$ cat src/rtl/rst_cause_cfg.svh
// Constants for the reset cause and source select block
//
// Behaviour
// - Writing one to the soft reset bit forces a system reset at once.
// - Soft reset flag reads one afterwards; the reset pin is not driven.
// - Writing zero to the soft reset bit does nothing; flag zero otherwise.
// - Top bit of the cause register reads zero; writes ignored.
// - Flash fault flag reads one only after a flash access fault reset.
// - Comparator bit write selects the comparator; read shows comparator cause.
// - Watchdog flag reads one only after a watchdog timeout reset.
// - Clock-loss bit write enables the detector; read shows clock-loss cause.
// - Enabled detector resets when no clock edge comes within 100 to 600 us.
// - Power-cause bit reads one after power-on and supply monitor resets.
// - Writing the power-cause bit selects or deselects the supply monitor.
// - With the power-cause bit set, all other flags are indeterminate.
// - Pin cause flag reads one only after an external pin reset.
// - Read-modify-write of the three select bits sees enables, not flags; soft bit reads zero.
// - Execution begins at 0x0000 at least 5.0 us after sources release.
// - Any reset other than power-on or supply monitor clears the power-cause flag.
// - Monitor on bit turns the monitor on; when off it cannot reset.
// - No extra power-on delay is added after a supply monitor reset.
`ifndef RST_CAUSE_CFG_SVH
`define RST_CAUSE_CFG_SVH

// ----------------------------------------
// Register addresses
// ----------------------------------------
`define RCR_ADDR 8'hEF
`define SMC_ADDR 8'hFF

// ----------------------------------------
// Cause register bit positions
// ----------------------------------------
`define BIT_UNUSED 7
`define BIT_FLASH 6
`define BIT_COMP 5
`define BIT_SOFT 4
`define BIT_WDOG 3
`define BIT_CLKLOSS 2
`define BIT_POWER 1
`define BIT_PIN 0

// ----------------------------------------
// Supply monitor control bit positions
// ----------------------------------------
`define BIT_MON_ON 7
`define BIT_MON_OK 6

// ----------------------------------------
// Reset values and start address
// ----------------------------------------
`define RCR_POR_FLAGS 8'h02
`define BOOT_ADDR 16'h0000

// ----------------------------------------
// Timing
// ----------------------------------------
`define CLK_PERIOD_NS 5
`define CLK_LOSS_MIN_US 100
`define CLK_LOSS_MAX_US 600
`define RESET_DELAY_NS 5000
`define POR_EXTRA_US 300

`endif

$ cat src/rtl/rst_cause_pkg.sv
// Types for the reset cause and source select block
package rst_cause_pkg;

   // ----------------------------------------
   // Reset sequencer states
   // ----------------------------------------
   typedef enum logic [2:0] {
      ST_RUN = 3'b001,
      ST_HOLD = 3'b010,
      ST_DELAY = 3'b100
   } seq_state_e;

   // One bit per reset source, same layout as the cause register
   typedef logic [7:0] cause_t;

endpackage : rst_cause_pkg

$ cat src/rtl/clock_loss_monitor.sv
// Missing clock watchdog counting core clock cycles between monitored edges
module clock_loss_monitor #(
   parameter int TIMEOUT_CYC = 20000
) (
   // Clock and reset
   input wire logic core_clk,
   input wire logic rst_n,
   // Control
   input wire logic enable,
   input wire logic sys_clk_level,
   // Result
   output logic timeout
);

   localparam int CNT_W = $clog2(TIMEOUT_CYC + 1);
   localparam logic [CNT_W-1:0] LAST = CNT_W'(TIMEOUT_CYC - 1);

   // ----------------------------------------
   // Elaboration check
   // ----------------------------------------
   if (TIMEOUT_CYC < 2) begin : g_bad
      $error("clock_loss_monitor: TIMEOUT_CYC must be at least 2");
   end

   logic prev_level;
   logic [CNT_W-1:0] count;
   logic rise;

   assign rise = sys_clk_level && !prev_level;

   // Edge memory
   always_ff @(posedge core_clk) begin
      if (!rst_n) begin
         prev_level <= 1'b0;
      end else begin
         prev_level <= sys_clk_level;
      end
   end

   // Cycles since the last rising edge; a rising edge restarts the count
   always_ff @(posedge core_clk) begin
      if (!rst_n || !enable || rise) begin
         count <= '0;
         timeout <= 1'b0;
      end else if (count == LAST) begin
         timeout <= 1'b1;
      end else begin
         count <= count + CNT_W'(1);
      end
   end

endmodule : clock_loss_monitor

$ cat src/rtl/reset_cause_and_source_select.sv
// Reset source merging, cause recording and release sequencing
`include "rst_cause_cfg.svh"

module reset_cause_and_source_select
   import rst_cause_pkg::*;
#(
   parameter int CLK_LOSS_CYC =
      (`CLK_LOSS_MIN_US * 1000 + `CLK_PERIOD_NS - 1) / `CLK_PERIOD_NS,
   parameter int POR_EXTRA_CYC =
      (`POR_EXTRA_US * 1000 + `CLK_PERIOD_NS - 1) / `CLK_PERIOD_NS,
   parameter int DELAY_W = 17
) (
   // Clock and power-on reset
   input wire logic core_clk,
   input wire logic rst_n,
   // Special function register port
   input wire logic [7:0] sfr_addr,
   input wire logic [7:0] sfr_wdata,
   input wire logic sfr_wr,
   input wire logic sfr_rd,
   input wire logic sfr_rmw,
   output logic [7:0] sfr_rdata,
   // Reset sources
   input wire logic pin_rst_n,
   input wire logic comp_out_n,
   input wire logic wdog_timeout,
   input wire logic flash_fault,
   input wire logic supply_ok,
   input wire logic sys_clk_level,
   // External reset pin, open drain
   output logic pin_rst_out,
   output logic pin_rst_oe,
   // System side
   output logic sys_reset_n,
   output logic [15:0] fetch_addr,
   output logic supply_monitor_on
);

   // ----------------------------------------
   // Derived timing and elaboration checks
   // ----------------------------------------
   localparam int RESET_DELAY_CYC =
      (`RESET_DELAY_NS + `CLK_PERIOD_NS - 1) / `CLK_PERIOD_NS;
   localparam int CLK_LOSS_MAX_CYC = `CLK_LOSS_MAX_US * 1000 / `CLK_PERIOD_NS;
   localparam logic [DELAY_W-1:0] RELEASE_LOAD = DELAY_W'(RESET_DELAY_CYC);
   localparam logic [DELAY_W-1:0] POR_LOAD =
      DELAY_W'(POR_EXTRA_CYC + RESET_DELAY_CYC);

   if (POR_EXTRA_CYC + RESET_DELAY_CYC >= 2 ** DELAY_W) begin : g_bad_width
      $error("reset_cause_and_source_select: DELAY_W too narrow");
   end
   if (CLK_LOSS_CYC < 2 || CLK_LOSS_CYC > CLK_LOSS_MAX_CYC) begin : g_bad_loss
      $error("reset_cause_and_source_select: CLK_LOSS_CYC out of range");
   end
   if (RESET_DELAY_CYC < 1) begin : g_bad_delay
      $error("reset_cause_and_source_select: release delay below one cycle");
   end

   // ----------------------------------------
   // State
   // ----------------------------------------
   seq_state_e state;
   logic [DELAY_W-1:0] delay_cnt;
   cause_t cause_acc;
   cause_t flags;
   logic comp_sel;
   logic clk_loss_en;
   logic supply_sel;
   logic clk_loss_timeout;
   cause_t src_now;
   logic any_src;
   logic rcr_wr;
   logic smc_wr;
   logic soft_force;
   logic [7:0] rcr_normal;
   logic [7:0] rcr_rmw;
   logic [7:0] smc_read;

   // ----------------------------------------
   // Register decode; writes only land while the core runs
   // ----------------------------------------
   assign rcr_wr = sfr_wr && sys_reset_n && (sfr_addr == `RCR_ADDR);
   assign smc_wr = sfr_wr && sys_reset_n && (sfr_addr == `SMC_ADDR);
   // Only a one forces; a zero written to the bit has no effect
   assign soft_force = rcr_wr && sfr_wdata[`BIT_SOFT];

   // ----------------------------------------
   // Missing clock detector
   // ----------------------------------------
   clock_loss_monitor #(
      .TIMEOUT_CYC(CLK_LOSS_CYC)
   ) u_clock_loss (
      .core_clk(core_clk),
      .rst_n(rst_n),
      .enable(clk_loss_en),
      .sys_clk_level(sys_clk_level),
      .timeout(clk_loss_timeout)
   );

   // ----------------------------------------
   // Live reset requests, one per cause bit
   // ----------------------------------------
   assign src_now[`BIT_UNUSED] = 1'b0;
   assign src_now[`BIT_FLASH] = flash_fault;
   assign src_now[`BIT_COMP] = comp_sel && !comp_out_n;
   assign src_now[`BIT_SOFT] = soft_force;
   assign src_now[`BIT_WDOG] = wdog_timeout;
   assign src_now[`BIT_CLKLOSS] = clk_loss_en && clk_loss_timeout;
   // A monitor that is off raises nothing even when selected
   assign src_now[`BIT_POWER] = supply_sel && supply_monitor_on && !supply_ok;
   // Any low sample counts; holding it long enough is the outside's duty
   assign src_now[`BIT_PIN] = !pin_rst_n;
   assign any_src = |src_now;

   // ----------------------------------------
   // Source selects and monitor enable; cleared only by power-on
   // ----------------------------------------
   always_ff @(posedge core_clk) begin
      if (!rst_n) begin
         comp_sel <= 1'b0;
         clk_loss_en <= 1'b0;
         supply_sel <= 1'b0;
      end else if (rcr_wr) begin
         comp_sel <= sfr_wdata[`BIT_COMP];
         clk_loss_en <= sfr_wdata[`BIT_CLKLOSS];
         supply_sel <= sfr_wdata[`BIT_POWER];
      end
   end

   // Supply monitor on bit survives every reset except power-on
   always_ff @(posedge core_clk) begin
      if (!rst_n) begin
         supply_monitor_on <= 1'b0;
      end else if (smc_wr) begin
         supply_monitor_on <= sfr_wdata[`BIT_MON_ON];
      end
   end

   // ----------------------------------------
   // Reset sequencer
   // ----------------------------------------
   always_ff @(posedge core_clk) begin
      if (!rst_n) begin
         state <= ST_DELAY;
         delay_cnt <= POR_LOAD;
         cause_acc <= '0;
      end else begin
         unique case (state)
            ST_RUN: begin
               if (any_src) begin
                  state <= ST_HOLD;
                  cause_acc <= src_now;
               end
            end
            ST_HOLD: begin
               cause_acc <= cause_acc | src_now;
               if (!any_src) begin
                  state <= ST_DELAY;
                  // Supply monitor release gets the plain delay only
                  delay_cnt <= RELEASE_LOAD;
               end
            end
            ST_DELAY: begin
               if (any_src) begin
                  state <= ST_HOLD;
                  cause_acc <= src_now;
               end else if (delay_cnt == DELAY_W'(1)) begin
                  state <= ST_RUN;
               end else begin
                  delay_cnt <= delay_cnt - DELAY_W'(1);
               end
            end
         endcase
      end
   end

   // System reset output: low the edge after any request, high after the delay
   always_ff @(posedge core_clk) begin
      if (!rst_n) begin
         sys_reset_n <= 1'b0;
      end else if (any_src) begin
         sys_reset_n <= 1'b0;
      end else if (state == ST_DELAY && delay_cnt == DELAY_W'(1)) begin
         sys_reset_n <= 1'b1;
      end
   end

   // Start address presented to the core at release
   always_ff @(posedge core_clk) begin
      fetch_addr <= `BOOT_ADDR;
   end

   // ----------------------------------------
   // Cause flags, latched when the sources let go
   // ----------------------------------------
   always_ff @(posedge core_clk) begin
      if (!rst_n) begin
         // Power-on: power-cause set, the rest are don't-care and shown as zero
         flags <= `RCR_POR_FLAGS;
      end else if (state == ST_HOLD && !any_src) begin
         // Flags mirror the captured sources; other causes clear power-cause
         flags <= cause_acc;
         flags[`BIT_UNUSED] <= 1'b0;
      end
   end

   // ----------------------------------------
   // Reset pin: driven only by power-on and the supply monitor
   // ----------------------------------------
   always_ff @(posedge core_clk) begin
      if (!rst_n) begin
         pin_rst_oe <= 1'b1;
      end else begin
         pin_rst_oe <= src_now[`BIT_POWER];
      end
   end

   // Open drain: only ever pulls low
   always_ff @(posedge core_clk) begin
      pin_rst_out <= 1'b0;
   end

   // ----------------------------------------
   // Read data
   // ----------------------------------------
   always_comb begin
      rcr_normal = flags;
      rcr_normal[`BIT_UNUSED] = 1'b0;
      rcr_rmw = rcr_normal;
      rcr_rmw[`BIT_COMP] = comp_sel;
      rcr_rmw[`BIT_SOFT] = 1'b0;
      rcr_rmw[`BIT_CLKLOSS] = clk_loss_en;
      rcr_rmw[`BIT_POWER] = supply_sel;
      smc_read = 8'h00;
      smc_read[`BIT_MON_ON] = supply_monitor_on;
      smc_read[`BIT_MON_OK] = supply_ok;
   end

   // Registered read port; unmapped addresses return zero
   always_ff @(posedge core_clk) begin
      if (!rst_n) begin
         sfr_rdata <= 8'h00;
      end else if (sfr_rd) begin
         if (sfr_addr == `RCR_ADDR) begin
            sfr_rdata <= sfr_rmw ? rcr_rmw : rcr_normal;
         end else if (sfr_addr == `SMC_ADDR) begin
            sfr_rdata <= smc_read;
         end else begin
            sfr_rdata <= 8'h00;
         end
      end
   end

endmodule : reset_cause_and_source_select

$ cat config.mk
export PLATFORM = sky130hd
export DESIGN_NAME = reset_cause_and_source_select
export DESIGN_NICKNAME = d
export VERILOG_FILES = /design/src/rtl/rst_cause_pkg.sv /design/src/rtl/clock_loss_monitor.sv /design/src/rtl/reset_cause_and_source_select.sv
export VERILOG_INCLUDE_DIRS = /design/src /design/src/rtl
export SDC_FILE = /design/constraint.sdc
export NUM_CORES = 1
export LEC_CHECK = 0
export BUFFER_PORTS_ARGS = -buffer_cell sky130_fd_sc_hd__buf_2
export CORE_MARGIN = 3
export CORE_UTILIZATION = 26
export DETAILED_ROUTE_END_ITERATION = 16
export MAX_ROUTING_LAYER = met4
export SYNTH_ARGS = -nofsm -noshare
export SYNTH_HDL_FRONTEND = slang
export SYNTH_HIERARCHICAL = 1
export SYNTH_SLANG_ARGS = --single-unit
export TNS_END_PERCENT = 20
$ cat constraint.sdc
create_clock -name core_clk -period 1.87 [get_ports core_clk]
set_input_delay 0.2805 -clock core_clk [delete_from_list [all_inputs] [get_ports core_clk]]
set_output_delay 0.2805 -clock core_clk [all_outputs]
set_load 0.02 [all_outputs]
Word-level counts from Yosys, hierarchy flattened
Cells that the tools add are included.
Widths: inputs -> output; s select.

storage, ports and cells
  word-level logic and storage cells = 71
  output and inout bits = 28
  memories kept = 0
  latch bits = 0
  memory bits (writable) = 0
  memory bits (read-only) = 0
  flip-flop bits (word level) = 66

cells by class
  reduce and logical (&&, ||, !) cells = 26
  $mul = 0
  order comparisons = 0
  divide/modulo/power cells = 0
  multiplexer cells = 14
  bitwise operators = 2
  equal/unequal tests = 13
  shift-type cells = 0
  add/sub/neg operators = 2

operator list
  cell                   count
  $mux 17                3
  $pmux 17 s2            1
  $mux 8                 3
  $eq 17x1->1 const B    1
  $sub 17x1->17 const B  1
  $eq 8x8->1 const B     2
  $pmux 8 s2             1
  $add 15x1->15 const B  1
  $eq 15x15->1 const B   1
  $mux 3                 4
  $logic_and 1x1->1      11
  $pmux 3 s3             1
  $ne 2x2->1 const B     4
  $or 8x7->8             1
  $reduce_or 8->1        1
  $logic_not 1->1        7
  $reduce_or 7->1        1
  $mux 6                 1
  $reduce_and 4->1       1
  $eq 3x1->1 const B     1
  $eq 3x2->1 const B     1
  $eq 3x3->1 const B     1
  $ne 3x3->1 const B     1
  $reduce_and 3->1       1
  5 further kinds        6

Logic depth before layout (Yosys ltp)
  depth in word-level cells = 6
  gate-level depth with buffers = 9

Cells and area by module
Netlist, hierarchy kept.

modules (own cells, without submodules)
  module                         area each (µm²)  times used  sequential area each (µm²)  cells each
  reset_cause_and_source_select  2,307.2          1           960.9                       272
  clock_loss_monitor             772.0            1           340.3                       84

Worst setup path after synthesis
No wires, ideal clock.

  path kind = reg2reg
  from = register sys_reset_n
  to = register delay_cnt[8]
  required time = 1,754 ps
  period minus slack after synthesis = 2,122 ps
  arrival time = 2,005 ps
  cell stages (with the launch flop) = 9
  path slack = -252 ps
  buffers on the path = 2
  setup time = 116 ps
  cell sequence = dfxtp_1 > nand4b_1 > nor3_1 > or3b_1 > buf_6 > or3_1 > buf_2 > or3_1 > o211a_1

on the way
  word-level cells in the longest chain between the ends = 6
  elaborated cells between the ends (all ways) = 7

RTL lines
  what                                   line                                  text
  start: declaration                     reset_cause_and_source_select.sv:34   output logic sys_reset_n,
  start signal: assignment               reset_cause_and_source_select.sv:180  sys_reset_n <= 1'b0;
  start signal: assignment               reset_cause_and_source_select.sv:182  sys_reset_n <= 1'b0;
  start signal: assignment               reset_cause_and_source_select.sv:184  sys_reset_n <= 1'b1;
  $logic_and 1x1->1 (*) (2 in series)    reset_cause_and_source_select.sv:82   assign rcr_wr = sfr_wr && sys_reset_n && (sfr_addr == `RCR_ADDR);
  $logic_and 1x1->1 (*)                  reset_cause_and_source_select.sv:85   assign soft_force = rcr_wr && sfr_wdata[`BIT_SOFT];
  $reduce_or 7->1 (*)                    reset_cause_and_source_select.sv:113  assign any_src = |src_now;
  $ne 2x2->1 (no source line)            -
  $reduce_and 4->1 (no source line) (*)  -
  end signal: assignment                 reset_cause_and_source_select.sv:170  delay_cnt <= delay_cnt - DELAY_W'(1);
  end: declaration                       reset_cause_and_source_select.sv:63   logic [DELAY_W-1:0] delay_cnt;

Mark *: on every way between the ends. The rest lies on a longest branch, timed or not.
A chain may end at the register's enable or synchronous reset.

Worst setup path in the final report
  from = register clk_loss_en
  to = register delay_cnt[1]

on the way
  word-level cells in the longest chain between the ends = 4
  elaborated cells between the ends (all ways) = 5

RTL lines
  what                                   line                                  text
  start: declaration                     reset_cause_and_source_select.sv:67   logic clk_loss_en;
  start signal: assignment               reset_cause_and_source_select.sv:125  clk_loss_en <= sfr_wdata[`BIT_CLKLOSS];
  $logic_and 1x1->1 (*)                  reset_cause_and_source_select.sv:108  assign src_now[`BIT_CLKLOSS] = clk_loss_en && clk_loss_timeout;
  $reduce_or 7->1 (*)                    reset_cause_and_source_select.sv:113
  $ne 2x2->1 (no source line)            -
  $reduce_and 4->1 (no source line) (*)  -

Marked as above.

==> impl_metrics.ini <==
[synth]
yosysUniqueCellTypes = 54
syn_avg_cell_area_um2 = 8.649
synth_edf_count = 0
yosysSeqAreaShare = 0.4226
netlist_area_um2 = 3079
ys_ff_latch = 65
ys.flop_type = dfxtp_1
synth-async-reset-ratio = 0
synth_warnings = 6
synth_cells = 356

[finish]
final_layout_size_suffix_gt1_frac = 0.3143
layout_commonest_cell = dfxtp_1
diodes = 0
area_delta_synth_final_pct = 37.18
final_cell_mix = dfxtp_1 (60), buf_4 (58), nor2_1 (49)
finalInstanceArea_um2 = 4224
nets = 480
nFillCells = 1172

[placed_design]
finalWeightedCongestion = 0.8600
port_buffers = 34
placed_cell_area_um2 = 3675
hpwl_mm = 5.513

[detailed_routing]
drtAntennaViolNets = 0
vias = 2867
vias_per_cell = 4.794
detail_route.wl_per_cell_um = 12.70
drtIter0Drc = 109
wirelength_mm = 7.594
drc_errors = 0
dr.pass1.iters = 4

[sta]
post-route-period-util = 1.096
worstMarginPinSlew_ns = 0.5630
rsz0062_at_grt = true
clock-skew-final_ns = 0.003571
final_hold_viol_count = 0
slew_violations = 0
fin_ws_ns = -0.1796
max_freq_mhz = 487.9
finalSetupViolations = 17
max-slew-margin-rel = 0.6230
min_period_ns = 2.050

[power]
leakage_nw = 1.701
power.total_mw = 3.471
ir_drop_mv = 0.4817
p_per_area_nw_per_um2 = 821.7

[floorplan]
placementRows = 39
fp.dieH_um = 114.8
io_pins = 55
die_width_um = 114.8
core_area_um2 = 11520
start_util = 0.2674
fp.dieArea_um2 = 13180

[global_route]
grt_pass1_vias = 2715
antenna_found_initial = 0
overflow = 0
grt_pass1_wl_mm = 12.54
grt_usage = 0.1200
grt_max_degree = 25

[worst_setup_path]
start_kind = register
required_ns = 2.13
r2r_setup_slack_ns = -0.18
cp-endpoint = delay_cnt[1]
r2r-end = delay_cnt[1]
r2r_cells = 6
arrival_ns = 2.31
r2r_start = clk_loss_en
end_kind = register
critical_path_class = register to register
cp_max_fo = 8
startpoint = clk_loss_en

[clock_network]
clock_latency_ns = 0.32
clk_pin_slew_worst_paths_ns = 0.06
tritoncts = done
htree_levels = 3
cts_root_buffer = clkbuf_16
clkSinkCount = 65
cts_buffers = 9
clockBufferDepth = 2

[outcome]
violations = setup timing
status = complete, but fails checks

[run]
max_cap_violations = 0

[min_path]
worstHoldPathType = input pin to register
[stage by stage]
stage | util | cells | setup WS [ns] | hold WS [ns] | TNS, ns
after floorplan | - | 372 | -0.1515 | 0.3723 | -1.735
after global placement | 0.3191 | 567 | -0.2451 | 0.4480 | -3.957
after detailed placement | 0.3191 | 567 | -0.2742 | 0.4502 | -4.601
after CTS | 0.3592 | 595 | -0.1224 | 0.1907 | -1.581
after global routing | 0.3668 | 598 | -0.2916 | 0.1967 | -4.812
final | 0.3668 | 598 | -0.1796 | 0.1993 | -1.943
[metal layers]
layer	track usage	vias to the layer above	share of wire
met5	-	-	0
met1	0.1477	1381	0.46
met4	0.04460	0	0.015
met2	0.1925	42	0.50
li1	-	1433	-
met3	0.02684	11	0.026
[how the worst min path moves through the flow]
stage	from	endpoint	cells past startpoint
floorplan	pin_rst_n	cause_acc[0]	1
global route	sys_clk_level	u_clock_loss/prev_level	2
finish	sfr_wdata[5]	comp_sel	3
CTS	sys_clk_level	u_clock_loss/prev_level	2
detailed placement	sfr_rdata[6]	sfr_rdata[6]	2
global placement	cause_acc[1]	cause_acc[1]	2
[worst max-delay path, cell delays in order (launching register included)]
cell and delay, ns:
dfxtp_2 0.32, nand2_2 0.08, nand4_1 0.12, or3b_4 0.40, a2111o_1 0.51, or3_4 0.44, a21oi_2 0.11
[cell families (layout without fill, tap and decap cells)]
group	after synthesis	after routing	share of synthesized area
AND/OR/NAND/NOR	159	159	0.2727
adder cells (fa/ha/maj)	3	3	0.01219
other	1	17	0.001218
flip-flops	65	65	0.4226
XOR/XNOR	9	9	0.02560
multiplexers	19	19	0.06217
buffers and inverters	41	124	0.07680
AO/OA/AOI/OAI	59	59	0.1268
[registers in the layout, indices dropped and copies added (netlist names), 3 cells and up]
signal and count:
delay_cnt 17, cause_acc 7, state 3, flags 7
u_clock_loss/count 15, sfr_rdata 8
[cell usage after synthesis, types with 4 or more instances]
cell      instances  area share
a211o_1           7       0.020
a21oi_1          23       0.037
buf_4            17       0.041
clkbuf_1          7      0.0085
dfxtp_1          65        0.42
inv_1             9       0.011
mux2i_1          18       0.059
nand2_1          24       0.029
nand3_1          16       0.026
nand4_1          10       0.020
nand4b_1          4       0.011
nor2_1           50       0.061
nor3_1           14       0.023
nor4_1            8       0.016
o211ai_1          5       0.012
o21ai_0           7       0.011
or3_1             6       0.012
xor2_1            8       0.023
[repair_timing]
| item | 4_1_cts | 5_1_grt |
|---|---|---|
| setup buffers | 12 | 3 |
| setup endpoints to repair | 24 | 31 |
| pin swaps | 4 | 11 |
| resized for setup | 11 | 16 |
| hold buffers | 0 | 0 |
| endpoints found under the hold margin | 0 | 0 |
[power breakdown]
part	internal, mW	switching, mW
Combinational	0.0911	0.133
Clock	1.21	0.617
Sequential	1.41	0.0167
Total	2.70	0.767
[cell type report]
cell class	instances	area (um2)	area share
flip-flops and latches	65	1310	0.3101
repair buffers	98	681.9	0.1614
clock buffers	10	239.0	0.05658
well taps	143	178.9	0.04236
multi-input cells	266	1688	0.3996
inverters	10	37.54	0.008886
clock inverters	6	88.84	0.02103
Note: power is estimated with default switching activity, not from simulation.
